## src/io_map_defs.svh

```systemverilog
`ifndef IO_MAP_DEFS_SVH
`define IO_MAP_DEFS_SVH
// Functional notes
// - every input, output and parameter is a holding register, read and written as such; writes to input registers are refused with illegal function.
// - register number is the 4xxxx label minus 40000.
// - writes accepted only in Modbus mode with a valid slave identifier.
// - generic parameters grouped by input or output channel number.
// - type specific parameters grouped by that type's instance number.
// - in storage state no radio or I/O activity at all.
// - storage is left only after button one is held five seconds.
// - five second hold of button one enters storage; indicator blinking stops.
// - display may stay lit one minute after entering storage, then off.
// - wake request blocked for one minute after storage entry.
// - display sleeps after fifteen minutes without a button press.
// - display sleep keeps radio and I/O running, only the display blanks.
// - any button press leaves display sleep and restores the display.

// ****************************************************************
// register numbers (4xxxx label minus 40000)
// ****************************************************************
`define REG_DISCRETE_INPUT_ONE      16'h0001
`define REG_DISCRETE_INPUT_FOUR     16'h0004
`define REG_CURRENT_LOOP_INPUT_ONE  16'h0005
`define REG_CURRENT_LOOP_INPUT_THREE 16'h0007
`define REG_TEMPERATURE_READING     16'h0008
`define REG_PULSE_COUNT_HIGH_WORD   16'h0009
`define REG_PULSE_COUNT_LOW_WORD    16'h000a
`define REG_DISCRETE_OUTPUT_ONE     16'h01f5
`define REG_DISCRETE_OUTPUT_TWO     16'h01f6
`define REG_SWITCHED_SUPPLY_THREE   16'h01f9
`define REG_SWITCHED_SUPPLY_FOUR    16'h01fa
`define REG_GENERIC_INPUT_BASE      16'h0400
`define REG_GENERIC_OUTPUT_BASE     16'h0410
`define REG_TYPED_BASE              16'h0500

// ****************************************************************
// field positions and reset values
// ****************************************************************
`define GEN_FIRST_OUTPUT_BIT        10
`define GEN_ENABLE_RESET            16'hffff
`define OUTPUT_RESET                16'h0000
`define TYPED_RESET                 16'h0000
`define SLAVE_ID_MIN                8'h01
`define SLAVE_ID_MAX                8'hf7

// ****************************************************************
// exception codes
// ****************************************************************
`define EXC_NONE                    8'h00
`define EXC_ILLEGAL_FUNCTION        8'h01
`define EXC_ILLEGAL_ADDRESS         8'h02
`define EXC_REFUSED                 8'h04
`define EXC_BUSY                    8'h06

// ****************************************************************
// timing
// ****************************************************************
`define CLK_FREQ_HZ                 64'd100000000
`define HOLD_TIME_MS                64'd5000
`define LOCKOUT_TIME_MS             64'd60000
`define SLEEP_TIME_MS               64'd900000
`define HOLD_CYCLES     (`HOLD_TIME_MS * (`CLK_FREQ_HZ / 64'd1000))
`define LOCKOUT_CYCLES  (`LOCKOUT_TIME_MS * (`CLK_FREQ_HZ / 64'd1000))
`define SLEEP_CYCLES    (`SLEEP_TIME_MS * (`CLK_FREQ_HZ / 64'd1000))
`endif

```

## src/io_map_pkg.sv

```systemverilog
package io_map_pkg;

    typedef enum logic {mode_run, mode_storage} node_mode_t;

    typedef struct packed {
        logic        valid;
        logic        write;
        logic [15:0] addr;
        logic [15:0] data;
    } reg_req_t;

    typedef struct packed {
        logic        valid;
        logic [15:0] data;
        logic [7:0]  exc;
    } reg_rsp_t;

    typedef struct packed {
        logic [15:0] current_loop_one;
        logic [15:0] current_loop_three;
        logic [15:0] temperature;
        logic [31:0] pulse_count;
    } front_end_t;

    typedef struct packed {
        logic        display_on;
        logic        radio_enable;
        logic        led_blink_enable;
        logic [1:0]  discrete_output;
        logic [15:0] switched_supply_three;
        logic [15:0] switched_supply_four;
    } node_pins_t;

endpackage

```

## src/io_register_map_sleep_ctrl.sv

```systemverilog
`timescale 1ns/1ps
`include "io_map_defs.svh"

module io_register_map_sleep_ctrl #(
    parameter logic [39:0] HOLD_CYCLES    = 40'(`HOLD_CYCLES),
    parameter logic [39:0] LOCKOUT_CYCLES = 40'(`LOCKOUT_CYCLES),
    parameter logic [39:0] SLEEP_CYCLES   = 40'(`SLEEP_CYCLES),
    parameter bit          DISPLAY_LINGER = 1'b1
) (
    input  wire  logic                   ref_clk,
    input  wire  logic                   reset,
    input  wire  logic [3:0]             discrete_input,
    input  wire  logic                   button_one_n,
    input  wire  logic                   button_two_n,
    input  wire  io_map_pkg::front_end_t front_end,
    input  wire  logic                   modbus_mode,
    input  wire  logic [7:0]             slave_id,
    input  wire  io_map_pkg::reg_req_t   req,
    output       io_map_pkg::reg_rsp_t   rsp,
    output       io_map_pkg::node_pins_t pins,
    output       logic                   storage_active
);

    // ****************************************************************
    // state
    // ****************************************************************
    typedef struct packed {
        logic [1:0][3:0]        di_sync;
        logic [1:0][1:0]        btn_sync;
        logic [1:0]             btn_prev;
        io_map_pkg::node_mode_t mode;
        logic                   display_asleep;
        logic                   hold_fired;
        logic [39:0]            hold_cnt;
        logic [39:0]            lock_cnt;
        logic [39:0]            idle_cnt;
        logic [3:0]             di_snap;
        io_map_pkg::front_end_t fe_snap;
        logic [15:0]            low_latch;
        logic [15:0]            gen_en;
        logic [3:0][15:0]       typed;
        logic [1:0][15:0]       dout;
        logic [1:0][15:0]       supply;
        io_map_pkg::reg_rsp_t   rsp;
        io_map_pkg::node_pins_t pins;
    } state_t;

    state_t q;
    state_t d;

    always_comb begin
        logic        held;
        logic        press;
        logic        lockout;
        logic        run;
        logic        wr_ok;
        logic [15:0] a;
        logic [15:0] rd;
        logic [7:0]  exc;
        logic [3:0]  gi;
        held    = 1'b0;
        press   = 1'b0;
        lockout = 1'b0;
        run     = 1'b0;
        wr_ok   = 1'b0;
        a       = req.addr;
        rd      = 16'h0000;
        exc     = `EXC_NONE;
        gi      = 4'h0;
        d       = q;
        d.rsp   = '0;

        // ****************************************************************
        // pin synchronisers and button edges
        // ****************************************************************
        d.di_sync[0]  = discrete_input;
        d.di_sync[1]  = q.di_sync[0];
        d.btn_sync[0] = {button_two_n, button_one_n};
        d.btn_sync[1] = q.btn_sync[0];
        d.btn_prev    = q.btn_sync[1];
        held  = ~q.btn_sync[1][0];
        press = |(q.btn_prev & ~q.btn_sync[1]);
        lockout = (q.mode == io_map_pkg::mode_storage) && (q.lock_cnt != LOCKOUT_CYCLES);

        // ****************************************************************
        // storage mode by long press of button one
        // ****************************************************************
        if (!held) begin
            d.hold_cnt   = 40'h0;
            d.hold_fired = 1'b0;
        end else if (q.hold_fired || lockout) begin
            d.hold_cnt = 40'h0;
        end else if (q.hold_cnt == HOLD_CYCLES - 40'h1) begin
            d.hold_cnt   = 40'h0;
            d.hold_fired = 1'b1;
            case (q.mode)
                io_map_pkg::mode_run: begin
                    d.mode     = io_map_pkg::mode_storage;
                    d.lock_cnt = 40'h0;
                end
                io_map_pkg::mode_storage: begin
                    d.mode           = io_map_pkg::mode_run;
                    d.idle_cnt       = 40'h0;
                    d.display_asleep = 1'b0;
                end
                default: d.mode = io_map_pkg::mode_run;
            endcase
        end else begin
            d.hold_cnt = q.hold_cnt + 40'h1;
        end

        // ****************************************************************
        // lockout timer and display sleep timer
        // ****************************************************************
        case (q.mode)
            io_map_pkg::mode_storage: begin
                if (lockout) begin
                    d.lock_cnt = q.lock_cnt + 40'h1;
                end
            end
            default: begin
                if (press) begin
                    d.idle_cnt       = 40'h0;
                    d.display_asleep = 1'b0;
                end else if (!q.display_asleep) begin
                    if (q.idle_cnt == SLEEP_CYCLES - 40'h1) begin
                        d.display_asleep = 1'b1;
                    end else begin
                        d.idle_cnt = q.idle_cnt + 40'h1;
                    end
                end
            end
        endcase
        run = (d.mode == io_map_pkg::mode_run);

        // ****************************************************************
        // input sampling, frozen in storage, zero when channel disabled
        // ****************************************************************
        if (q.mode == io_map_pkg::mode_run) begin
            d.di_snap = q.di_sync[1] & q.gen_en[3:0];
            d.fe_snap.current_loop_one   = q.gen_en[4] ? front_end.current_loop_one : 16'h0;
            d.fe_snap.current_loop_three = q.gen_en[6] ? front_end.current_loop_three : 16'h0;
            d.fe_snap.temperature        = q.gen_en[7] ? front_end.temperature : 16'h0;
            d.fe_snap.pulse_count        = q.gen_en[8] ? front_end.pulse_count : 32'h0;
        end

        // ****************************************************************
        // holding register access
        // ****************************************************************
        wr_ok = modbus_mode && (slave_id >= `SLAVE_ID_MIN) && (slave_id <= `SLAVE_ID_MAX);
        if (req.valid) begin
            d.rsp.valid = 1'b1;
            if (q.mode == io_map_pkg::mode_storage) begin
                exc = `EXC_BUSY;
            end else if (a >= `REG_DISCRETE_INPUT_ONE && a <= `REG_DISCRETE_INPUT_FOUR) begin
                rd  = {15'h0, q.di_snap[2'(a - `REG_DISCRETE_INPUT_ONE)]};
                exc = req.write ? `EXC_ILLEGAL_FUNCTION : `EXC_NONE;
            end else if (a == `REG_CURRENT_LOOP_INPUT_ONE) begin
                rd  = q.fe_snap.current_loop_one;
                exc = req.write ? `EXC_ILLEGAL_FUNCTION : `EXC_NONE;
            end else if (a == `REG_CURRENT_LOOP_INPUT_THREE) begin
                rd  = q.fe_snap.current_loop_three;
                exc = req.write ? `EXC_ILLEGAL_FUNCTION : `EXC_NONE;
            end else if (a == `REG_TEMPERATURE_READING) begin
                rd  = q.fe_snap.temperature;
                exc = req.write ? `EXC_ILLEGAL_FUNCTION : `EXC_NONE;
            end else if (a == `REG_PULSE_COUNT_HIGH_WORD) begin
                rd  = q.fe_snap.pulse_count[31:16];
                exc = req.write ? `EXC_ILLEGAL_FUNCTION : `EXC_NONE;
                if (!req.write) begin
                    d.low_latch = q.fe_snap.pulse_count[15:0];
                end
            end else if (a == `REG_PULSE_COUNT_LOW_WORD) begin
                rd  = q.low_latch;
                exc = req.write ? `EXC_ILLEGAL_FUNCTION : `EXC_NONE;
            end else if (a == `REG_DISCRETE_OUTPUT_ONE || a == `REG_DISCRETE_OUTPUT_TWO) begin
                rd = q.dout[a[0] ? 1'b0 : 1'b1];
                if (req.write) begin
                    exc = wr_ok ? `EXC_NONE : `EXC_REFUSED;
                    if (wr_ok) begin
                        d.dout[a[0] ? 1'b0 : 1'b1] = {15'h0, req.data[0]};
                    end
                end
            end else if (a == `REG_SWITCHED_SUPPLY_THREE || a == `REG_SWITCHED_SUPPLY_FOUR) begin
                rd = q.supply[a[0] ? 1'b0 : 1'b1];
                if (req.write) begin
                    exc = wr_ok ? `EXC_NONE : `EXC_REFUSED;
                    if (wr_ok) begin
                        d.supply[a[0] ? 1'b0 : 1'b1] = req.data;
                    end
                end
            end else if (a > `REG_GENERIC_INPUT_BASE && a <= `REG_GENERIC_INPUT_BASE + 16'd10 ||
                         a > `REG_GENERIC_OUTPUT_BASE && a <= `REG_GENERIC_OUTPUT_BASE + 16'd6) begin
                if (a > `REG_GENERIC_OUTPUT_BASE) begin
                    gi = 4'(a - `REG_GENERIC_OUTPUT_BASE - 16'd1 + 16'(`GEN_FIRST_OUTPUT_BIT));
                end else begin
                    gi = 4'(a - `REG_GENERIC_INPUT_BASE - 16'd1);
                end
                rd = {15'h0, q.gen_en[gi]};
                if (req.write) begin
                    exc = wr_ok ? `EXC_NONE : `EXC_REFUSED;
                    if (wr_ok) begin
                        d.gen_en[gi] = req.data[0];
                    end
                end
            end else if (a > `REG_TYPED_BASE && a <= `REG_TYPED_BASE + 16'd4) begin
                rd = q.typed[2'(a - `REG_TYPED_BASE - 16'd1)];
                if (req.write) begin
                    exc = wr_ok ? `EXC_NONE : `EXC_REFUSED;
                    if (wr_ok) begin
                        d.typed[2'(a - `REG_TYPED_BASE - 16'd1)] = req.data;
                    end
                end
            end else begin
                exc = `EXC_ILLEGAL_ADDRESS;
            end
            d.rsp.data = (exc == `EXC_NONE && !req.write) ? rd : 16'h0;
            d.rsp.exc  = exc;
        end

        // ****************************************************************
        // pins: outputs and radio silenced in storage, display per mode
        // ****************************************************************
        d.pins.radio_enable     = run;
        d.pins.led_blink_enable = run;
        d.pins.discrete_output[0] = run && d.gen_en[10] && d.dout[0][0];
        d.pins.discrete_output[1] = run && d.gen_en[11] && d.dout[1][0];
        d.pins.switched_supply_three = (run && d.gen_en[14]) ? d.supply[0] : 16'h0;
        d.pins.switched_supply_four  = (run && d.gen_en[15]) ? d.supply[1] : 16'h0;
        if (run) begin
            d.pins.display_on = !d.display_asleep;
        end else begin
            d.pins.display_on = DISPLAY_LINGER && (d.lock_cnt != LOCKOUT_CYCLES);
        end
    end

    always_ff @(posedge ref_clk) begin
        if (reset) begin
            q          <= '0;
            q.btn_sync <= '1;
            q.btn_prev <= '1;
            q.mode     <= io_map_pkg::mode_run;
            q.gen_en   <= `GEN_ENABLE_RESET;
            q.typed    <= {4{`TYPED_RESET}};
            q.dout     <= {2{`OUTPUT_RESET}};
            q.supply   <= {2{`OUTPUT_RESET}};
        end else begin
            q <= d;
        end
    end

    assign rsp            = q.rsp;
    assign pins           = q.pins;
    assign storage_active = (q.mode == io_map_pkg::mode_storage);

endmodule

```

## config.mk

```make
export PLATFORM = sky130hd
export DESIGN_NAME = io_register_map_sleep_ctrl
export DESIGN_NICKNAME = d
export VERILOG_FILES = /design/src/io_map_pkg.sv /design/src/io_register_map_sleep_ctrl.sv
export VERILOG_INCLUDE_DIRS = /design/src /design/src/src
export SDC_FILE = /design/constraint.sdc
export NUM_CORES = 1
export LEC_CHECK = 0
export ABC_AREA = 1
export BUFFER_PORTS_ARGS = -buffer_cell sky130_fd_sc_hd__buf_4
export CAP_MARGIN = 20
export CORE_ASPECT_RATIO = 1.75
export CORE_MARGIN = 2
export CORE_UTILIZATION = 40
export DETAILED_ROUTE_END_ITERATION = 12
export PLACE_DENSITY = 0.65
export SLEW_MARGIN = 30
export SYNTH_ARGS = -nofsm -noshare
export SYNTH_HDL_FRONTEND = slang
export SYNTH_SLANG_ARGS = --single-unit
```

## constraint.sdc

```tcl
create_clock -name ref_clk -period 4 [get_ports ref_clk]
set_input_delay 0.4 -clock ref_clk [delete_from_list [all_inputs] [get_ports ref_clk]]
set_output_delay 0.4 -clock ref_clk [all_outputs]
set_load 0.02 [all_outputs]
```

Yosys cells after proc, flatten, opt, wreduce, memory -nomap -nowiden
Index checks and enable logic that the tools add are counted.
Widths: inputs -> output; s select.

word-level totals
  register bits after elaboration = 442
  output and inout port bits = 63
  logic and storage cells = 245
  input bits = 131

operators by class
  equality and inequality tests = 13
  reductions and logical operators = 37
  magnitude comparators = 17
  bitwise logic cells = 20
  add/subtract/negate cells = 11
  muxes and demuxes = 109

operator list
  operator               number
  $mux 144               7
  $mux 16                25
  $mux 80                5
  $mux 40                8
  $mux 32                8
  $mux 64                4
  $mux 169               1
  $add 40x1->40 const B  3
  $mux 8                 12
  $ne 40x33->1 const B   2
  $bwmux 32              2
  $bwmux 64              1
  $eq 16x9->1 const B    4
  $eq 16x4->1 const B    3
  $gt 16x11->1 const B   3
  $le 16x11->1 const B   3
  $mux 4                 12
  $eq 40x29->1 const B   1
  $eq 40x37->1 const B   1
  $bmux 16 s2            1
  $demux 16 s2           1
  $eq 16x3->1 const B    2
  $logic_and 1x1->1      17
  $not 1->1              17
  36 further kinds       64

Longest topological paths before layout
Gate-level depths: netlist (run 1).

  word-level depth = 36
  mapped depth = 25
  gate-level depth less buffers = 23

Worst setup path before layout (run 1)
Ideal clock, no wire load.

  path kind = input to register
  from = input req[16] in the netlist's numbering
  to = register q, in the netlist pins[6]
  library setup time = 62 ps
  data arrival time = 3,199 ps
  path slack = 739 ps
  buffers on the path = 5
  required time = 3,938 ps
  cell stages on the path = 22
  cells stage by stage = inv_2 -> clkbuf_1 -> clkbuf_1 -> clkbuf_1 -> ha_1 -> nand3_1 -> nor2_1 -> nand2_2 -> nand2_2 -> nand2_1 -> nand2_2 -> inv_2 -> nor2_1 -> inv_2 -> nor2_2 -> nand2_1 -> nand2_1 -> o21ai_1 -> or2_1 -> buf_6 -> buf_6 -> nor2_2

between the ends
  word-level cells in the longest chain between the ends = 36
  elaborated cells on any way between the ends = 71
  those cells by class = add/sub (5); order compare (10); eq/ne (9); mux (36); bitwise (1); reduce/logical (10)

ends and longest elaborated chain
  item                              RTL line                                                              source
  start, declared                   io_register_map_sleep_ctrl.sv:18                                      input wire io_map_pkg::reg_req_t req,
  $sub 4x1->4 (no source line)      -
  $sub 4x1->4                       io_register_map_sleep_ctrl.sv:195, io_register_map_sleep_ctrl.sv:197
  $add 4x4->4                       io_register_map_sleep_ctrl.sv:195                                     gi = 4'(a - `REG_GENERIC_OUTPUT_BASE - 16'd1 + 16'(`GEN_FIRST_OUTPUT_BIT));
  $mux 4                            io_register_map_sleep_ctrl.sv:194                                     if (a > `REG_GENERIC_OUTPUT_BASE) begin
  $mux 4                            io_register_map_sleep_ctrl.sv:192                                     end else if (a > `REG_GENERIC_INPUT_BASE && a <= `REG_GENERIC_INPUT_BASE + 16'd10 ||
  $mux 4                            io_register_map_sleep_ctrl.sv:184                                     end else if (a == `REG_SWITCHED_SUPPLY_THREE || a == `REG_SWITCHED_SUPPLY_FOUR) begin
  $mux 4                            io_register_map_sleep_ctrl.sv:176                                     end else if (a == `REG_DISCRETE_OUTPUT_ONE || a == `REG_DISCRETE_OUTPUT_TWO) begin
  $mux 4                            io_register_map_sleep_ctrl.sv:173                                     end else if (a == `REG_PULSE_COUNT_LOW_WORD) begin
  (+20 left out)                    -
  $mux 144                          io_register_map_sleep_ctrl.sv:161                                     end else if (a == `REG_CURRENT_LOOP_INPUT_THREE) begin
  $mux 144                          io_register_map_sleep_ctrl.sv:158                                     end else if (a == `REG_CURRENT_LOOP_INPUT_ONE) begin
  $mux 144 (*)                      io_register_map_sleep_ctrl.sv:155                                     end else if (a >= `REG_DISCRETE_INPUT_ONE && a <= `REG_DISCRETE_INPUT_FOUR) begin
  $mux 144 (*)                      io_register_map_sleep_ctrl.sv:153                                     if (q.mode == io_map_pkg::mode_storage) begin
  $mux 169 (*)                      io_register_map_sleep_ctrl.sv:151                                     if (req.valid) begin
  $logic_and 1x1->1                 io_register_map_sleep_ctrl.sv:229                                     d.pins.switched_supply_four = (run && d.gen_en[15]) ? d.supply[1] : 16'h0;
  $not 1->1 (no source line)        -
  $reduce_or 2->1 (no source line)  -
  end, declared                     io_register_map_sleep_ctrl.sv:48                                      state_t q;

Mark *: on every way between the ends. The rest lies on a longest branch, timed or not. The select of a mux whose other input is x is not followed.
A chain may end at the register's enable or synchronous reset.

Worst setup path after layout (run 1)
  from = register q[346] in the netlist's numbering
  to = register q, in the netlist pins[36]

between the ends
  word-level cells in the longest chain between the ends = 11
  elaborated cells on any way between the ends = 19
  those cells by class = add/sub (1); eq/ne (2); mux (13); reduce/logical (3)

ends and longest elaborated chain
  item                                                    RTL line                           source
  branches (longest 10 deep; another with $add 40x1->40)  -
  $mux 1 (*)                                              io_register_map_sleep_ctrl.sv:230  if (run) begin

Every way passes the cells marked *.

==> metrics.csv, run 1 <==
stage;metric;value;unit
status;status;finished clean;
finish;drive_gt1_share;13.0;%
finish;finalInstanceArea;24100;um2
synthesis;yosys.cell_types.count;59;
clock_tree;h-tree-depth;2;
grt;antenna_found_initial;0;
flow_run;cap_violations;0;
detailed_routing;first_pass_iters;5;
placed_design;port_buffers;188;
placed_design;place.detailed.hpwl;49000;um
detailed_routing;num_vias;20300;
finish;nets;3256;
clock_tree;cts_buffers;44;
min_path;hold_path.class;in -> reg;
detailed_routing;drtIter0Drc;1526;
detailed_routing;avgRoutedWirePerCell;17.4;um
timing;min_period;3.39;ns
finish;stdcell_count;3826;
die;fp-row-count;111;
grt;grt_max_degree;182;
die;start_util;40.5;%
synthesis;yosysTopAreaCell;dfxtp_1;
clock_tree;postCtsSetupRepairBufs;0;
synthesis;netlist_area;21200;um2
timing;maxSlewViolCount;0;
clock_tree;cts.repair.resized;0;
power_and_ir_drop;pwr_density_cell;378;nW/um2
power_and_ir_drop;ir_drop;0.000346;V
synthesis;synth_edf_count;0;
synthesis;yosysMostFrequentCell;nand2_1;
timing;fin_crit_sh;84.7;%
timing;tightest_slew;0.961;ns
synthesis;syn_inst;3053;
grt;grt_pass1_vias;19600;
critical_path;reg2reg_slack;0.61;ns
critical_path;critPathCaptureType;flop;
die;dieArea;54900;um2
critical_path;cp-start-kind;flop;
timing;fmax;295;MHz
clock_tree;cts_hold_buffers;0;
clock_tree;clkTransAtPathRegs;0.06;ns
critical_path;path_class;reg -> reg;
placed_design;place_ws;0.640;ns
die;dieWidth;178;um
timing;setup_tns;0;ns
critical_path;crit_arrival;3.84;ns
timing;slew_headroom;35.9;%
finish;synthToLayoutAreaGrowth;13.6;%
finish;fillers;5449;
critical_path;critPathTopFamily;simple AND/OR/NAND/NOR gates;
critical_path;crit_chain;ha_1 -> inv_1 -> nor2_1 -> nand2_1 -> nor2_2 -> nand4_1 -> inv_1 -> nand4_1 -> nor2_1 -> nand2_1 -> o21ai_0 -> nand2_1 -> nor2_1 -> nand2_1 -> nor2_1 -> nand3_1 -> nand2_1 -> nand2_1;
clock_tree;clock_latency;0.57;ns
detailed_routing;wirelength;66700;um
critical_path;slowest_delay;0.47;ns
synthesis;synth_seq_cells;437;
grt;grt_overflow;0;
critical_path;cp_num_buf_inv;2;
critical_path;cp_common_cell;nand2_1;
synthesis;syn_avg_cell_area;6.94;um2
clock_tree;clock-root-buffer;clkbuf_16;
placed_design;place_area;22600;um2
timing;finClkSkew;0.0251;ns
clock_tree;cts_buffer_depth;3;
synthesis;yosys.area.top_type_share;41.3;%
synthesis;yosys-top-cells-area;dfxtp_1, nand2_1, nor2_1;
power_and_ir_drop;p_leak;9.58;nW
grt;grt_pass1_wl;104000;um
finish;diodes;0;
timing;finalHoldViolCount;0;
critical_path;cp.required;4.46;ns
detailed_routing;drc;0;
clock_tree;cts_tree;built;
synthesis;ys_seq_area_share;41.3;%
detailed_routing;via_per_inst;5.31;
synthesis;synth-async-reset-ratio;0;%
timing;setup_ws;0.611;ns
critical_path;critPathSlowestCell;dfxtp_1;
clock_tree;numClockSinks;437;
timing;setup_viol;0;
critical_path;critPathMaxFanout;7;
synthesis;yosys_warnings;0;
die;core;52400;um2
placed_design;placed_cells;3746;
synthesis;ys_top_cells_by_count;nand2_1, dfxtp_1, nor2_1;
synthesis;ys.flop_type;dfxtp_1;
grt;grt_util_all_layers;23.9;%
timing;rsz0062_at_grt;false;
detailed_routing;drtAntennaViolNets;0;
die;io_pins;194;
die;die-height;308;um
placed_design;routabilityCongestion;0.982;
power breakdown:
group          internal [mW]  leakage (nW)  switching (mW)
logic                  0.175          5.34           0.325
clock network           2.35         0.692            1.80
registers               4.41          3.55          0.0317
total                   6.94          9.58            2.16
metal layers:
layer  share of wire, %  GRT usage (%)  vias up
met4                5.9           13.3        0
met2                 52           44.5      620
met1                 37           25.7     9428
met5                  0              0        -
li1                   -              -    10100
met3                4.8           2.96      189
metrics by stage:
| step | util, % | power [mW] | hold slack (ns) |
|---|---|---|---|
| 2_1_floorplan | - | 4.80 | 0.388 |
| 3_3_place_gp | 43.2 | 5.03 | 0.395 |
| 3_5_place_dp | 43.2 | 5.03 | 0.402 |
| 4_1_cts | 46.0 | 9.17 | 0.0115 |
| 5_1_grt | 46.0 | 9.40 | 0.0129 |
| 6_report | 46.0 | 9.10 | 0.0386 |
area by class of cell:
| class | count | area [um2] | area share [%] |
|---|---|---|---|
| multi-input combinational | 2124 | 10300 | 42.7 |
| sequential | 437 | 8750 | 36.4 |
| timing repair buffer | 221 | 1680 | 6.97 |
| clock buffer | 59 | 1220 | 5.06 |
| inverter | 286 | 1070 | 4.46 |
| tap | 678 | 848 | 3.52 |
| clock inverter | 21 | 211 | 0.879 |
cell usage in the layout, fill, tap and decap left out, types with 25 or more instances in the layout:
| cell | n |
|---|---|
| inv_1 | 257 |
| nand4_1 | 45 |
| nand2_1 | 599 |
| nor2_2 | 35 |
| buf_4 | 219 |
| nor4_1 | 42 |
| nor3_1 | 117 |
| o21ai_0 | 186 |
| dfxtp_1 | 436 |
| xor2_1 | 33 |
| inv_2 | 25 |
| a21oi_1 | 251 |
| o211ai_1 | 32 |
| clkbuf_16 | 45 |
| nand3_1 | 183 |
| nor2_1 | 414 |
kinds of logic (layout without fill, tap and decap cells):
kind of cell | Yosys count | count (layout) | share of synthesized area, %
AO/OA/AOI/OAI | 555 | 555 | 14.3
multiplexers | 2 | 2 | 0.0945
flip-flops | 437 | 437 | 41.3
AND/OR/NAND/NOR | 1510 | 1510 | 31.7
other | 1 | 5 | 0.0177
buffers and inverters | 496 | 587 | 10.3
adder cells (fa/ha/maj) | 11 | 11 | 0.650
XOR/XNOR | 41 | 41 | 1.70
final timing paths:
path,start,end,cells after the start
worst max-delay path,q[346],pins[36],18
worst min-delay path,button_two_n,d[434],2
worst max register to register,q[346],pins[36],18
worst min register to register,d[442],q[442],2
No activity file was read; power rests on OpenSTA's default activity.
==> run 2: changes to the inputs <==
Settings changed: ABC_AREA 1 to 0, PLACE_DENSITY 0.65 to 0.66.
Clock period 4 ns to 3.3 ns, I/O delays scaled along.
==> metrics.csv, run 2 <==
stage;metric;value;unit;change
status;status;finished clean;;
clock_tree;cts_buffer_depth;3;;unchanged
min_path;min_from;front_end[32];;
power_and_ir_drop;switching_power;2.45;mW;+14%
grt;grt_pass1_vias;16800;;-14%
placed_design;place.detailed.hpwl;40700;um;-17%
min_path;holdPathStages;3;;+1
die;dieWidth;170;um;-4.4%
critical_path;cp.required;3.68;ns;-0.78 ns
synthesis;ys_top_cells_by_count;dfxtp_1, nor2_1, nand2_1;;
die;core;47700;um2;-8.8%
critical_path;reg2reg_from;q[346];;
power_and_ir_drop;p_leak;8.82;nW;-7.9%
finish;mostFrequentLayoutCells;dfxtp_1, nor2_1, nand2_1, buf_4, a21oi_1;;
synthesis;synth_seq_cells;437;;unchanged
clock_tree;postCtsSetupRepairBufs;0;;unchanged
grt;grt_overflow;0;;unchanged
critical_path;critPathCaptureType;flop;;
power_and_ir_drop;p_int;8.61;mW;+24%
critical_path;reg2reg_to;pins[36];;
synthesis;yosys.cell_types.count;78;;+32%
finish;fillers;4561;;-16%
clock_tree;cts_tree;built;;
detailed_routing;num_vias;17000;;-16%
timing;min_period;3.13;ns;-0.257 ns
min_path;hold_path.class;in -> reg;;
detailed_routing;avgRoutedWirePerCell;19.0;um;+8.6%
synthesis;yosys.area.top_type_share;45.3;%;+4.0 points
grt;grt_util_all_layers;22.4;%;-1.5 points
finish;nets;2555;;-22%
detailed_routing;drtIter0Drc;1287;;-16%
power_and_ir_drop;combPwrFrac;5.0;%;-0.5 points
synthesis;ys_seq_area_share;45.3;%;+4.0 points
die;io_pins;194;;unchanged
timing;tightest_slew;0.745;ns;-0.217 ns
die;dieArea;50200;um2;-8.6%
timing;slew_headroom;50.2;%;+14 points
synthesis;yosys-top-cells-area;dfxtp_1, nor2_1, nand2_1;;
finish;drive_gt1_share;17.5;%;+4.5 points
synthesis;yosysMostFrequentCell;dfxtp_1;;
synthesis;syn_avg_cell_area;8.52;um2;+23%
finish;synthToLayoutAreaGrowth;19.0;%;
synthesis;synth-async-reset-ratio;0;%;unchanged
finish;stdcell_count;3041;;-21%
timing;fin_crit_sh;94.9;%;+10 points
flow_run;cap_violations;0;;unchanged
synthesis;yosysTopAreaCell;dfxtp_1;;
timing;fmax;319;MHz;+8.2%
placed_design;placed_cells;2952;;-21%
critical_path;critPathMaxFanout;4;;-3
finish;final_common_cell;dfxtp_1;;
critical_path;cp-start-kind;flop;;
timing;hold_ws;0.0143;ns;-0.0243 ns
power_and_ir_drop;pwr_density_cell;481;nW/um2;+27%
clock_tree;clock_latency;0.55;ns;-0.02 ns
placed_design;port_buffers;188;;unchanged
power_and_ir_drop;power.share.sequential;48.6;%;-0.2 points
clock_tree;cts_buffers;42;;-4.5%
synthesis;synth_edf_count;0;;unchanged
die;fp-row-count;106;;-4.5%
critical_path;reg2reg_depth;10;;-8
detailed_routing;first_pass_iters;8;;+3
placed_design;routabilityCongestion;0.895;;-8.8%
power_and_ir_drop;power;11.1;mW;+22%
power_and_ir_drop;clkPwrFrac;46.3;%;+0.6 points
die;start_util;40.5;%;about the same
min_path;hold_end;q[254];;
power_and_ir_drop;ir_drop;0.000342;V;-1.1%
timing;finClkSkew;0.0126;ns;-0.0125 ns
synthesis;syn_inst;2270;;-26%
grt;antenna_found_initial;2;;+2
clock_tree;clock-root-buffer;clkbuf_16;;
detailed_routing;drc;0;;unchanged
timing;rsz0062_at_grt;false;;
die;die-height;295;um;-4.4%
clock_tree;clkTransAtPathRegs;0.07;ns;about the same
critical_path;crit_arrival;3.51;ns;-0.33 ns
detailed_routing;wirelength;57600;um;-14%
timing;maxSlewViolCount;0;;unchanged
detailed_routing;via_per_inst;5.59;;+5.3%
grt;grt_pass1_wl;89100;um;-14%
power_and_ir_drop;p_sw_share;22.2;%;-1.6 points
synthesis;yosys_warnings;0;;unchanged
clock_tree;numClockSinks;437;;unchanged
synthesis;ys.flop_type;dfxtp_1;;
critical_path;reg2reg_slack;0.17;ns;-0.44 ns
clock_tree;h-tree-depth;2;;unchanged
timing;setup_viol;0;;unchanged
synthesis;netlist_area;19300;um2;-8.8%
grt;grt_max_degree;138;;-24%
critical_path;path_class;reg -> reg;;
timing;finalHoldViolCount;0;;unchanged
detailed_routing;drtAntennaViolNets;0;;unchanged
[run 2: cell count changes in the layout (fill, tap and decap cells not counted), moves of 77 or more]
cell     delta
nor2_1     -83
nand3_1   -113
a21oi_1    -93
a22oi_1    +77
o21ai_0   -134
mux2i_1    +77
nor3_1     -84
nand2_1   -311
inv_1     -230
[run 2: cell families after synthesis]
family	Yosys count	share of synthesized area [%]
other cells	1	0.0194
mux	107	6.94
fa+ha+maj	11	0.712
simple gates	990	24.0
flops	437	45.3
buf+inv	231	5.86
compound gates	435	14.5
xor+xnor	58	2.67
[run 2: how the worst max path moves through the flow]
stage             from  endpoint  cells past startpoint
6_report        q[346]  pins[36]                     10
5_1_grt         q[409]  pins[36]                     13
3_5_place_dp   req[17]   pins[2]                     12
3_3_place_gp   req[17]   pins[2]                     12
2_1_floorplan  req[16]  pins[22]                     13
4_1_cts         q[346]  pins[36]                     10
[run 2: layout make-up]
cell class	instances	area, um2	share of cell area (%)
antenna	2	5.00	0.0218
clock buffer	54	1190	5.16
clock inverter	22	278	1.21
inverter	28	108	0.468
multi-input combinational	1606	9530	41.4
sequential	437	8750	38.1
tap	594	743	3.23
timing repair buffer	298	2390	10.4
[run 2: critical path: stages (launching register included)]
cell	delay, ns
dfxtp_1	0.31
ha_1	0.25
and2_1	0.20
nand3_1	0.12
nor2_1	0.09
or4b_1	0.50
a221oi_1	0.24
nand4_1	0.20
or4_1	0.56
nor4_1	0.28
a21oi_1	0.20
[run 2: power groups by stage]
stage          Sequential [mW]  Combinational, mW  Clock, mW
6_report                  5.38              0.556       5.12
5_1_grt                   5.38              0.601       5.43
4_1_cts                   5.38              0.558       5.23
3_5_place_dp              5.50              0.545          0
3_3_place_gp              5.50              0.536          0
2_1_floorplan             5.49              0.289          0
[run 2: what timing repair did]
action                                  in CTS  in global routing
hold endpoints to repair                    10                  0
gates resized for setup                      0                  1
endpoints found under the setup margin       0                  1
hold buffers                                10                  0
[run 2: routing by layer]
layer | vias up | wire length, um | global-route usage [%] | share of wire, %
met5 | - | 0 | 0 | 0
met4 | 0 | 4030 | 14.9 | 7.0
met3 | 168 | 2490 | 2.61 | 4.3
met2 | 540 | 30600 | 42.7 | 53
met1 | 8116 | 20500 | 22.4 | 36
li1 | 8189 | - | - | -
[run 2: per-stage QoR]
stage / setup TNS [ns] / worst slack, ns / util [%] / cell area [um2]
floorplan: 0 / 0.0464 / - / 19400
global placement: 0 / 0.0380 / 44.8 / 21400
detailed placement: -0.319 / -0.0268 / 44.8 / 21400
CTS: 0 / 0.162 / 48.1 / 23000
global route: 0 / 0.0267 / 48.2 / 23000
finish: 0 / 0.169 / 48.2 / 23000
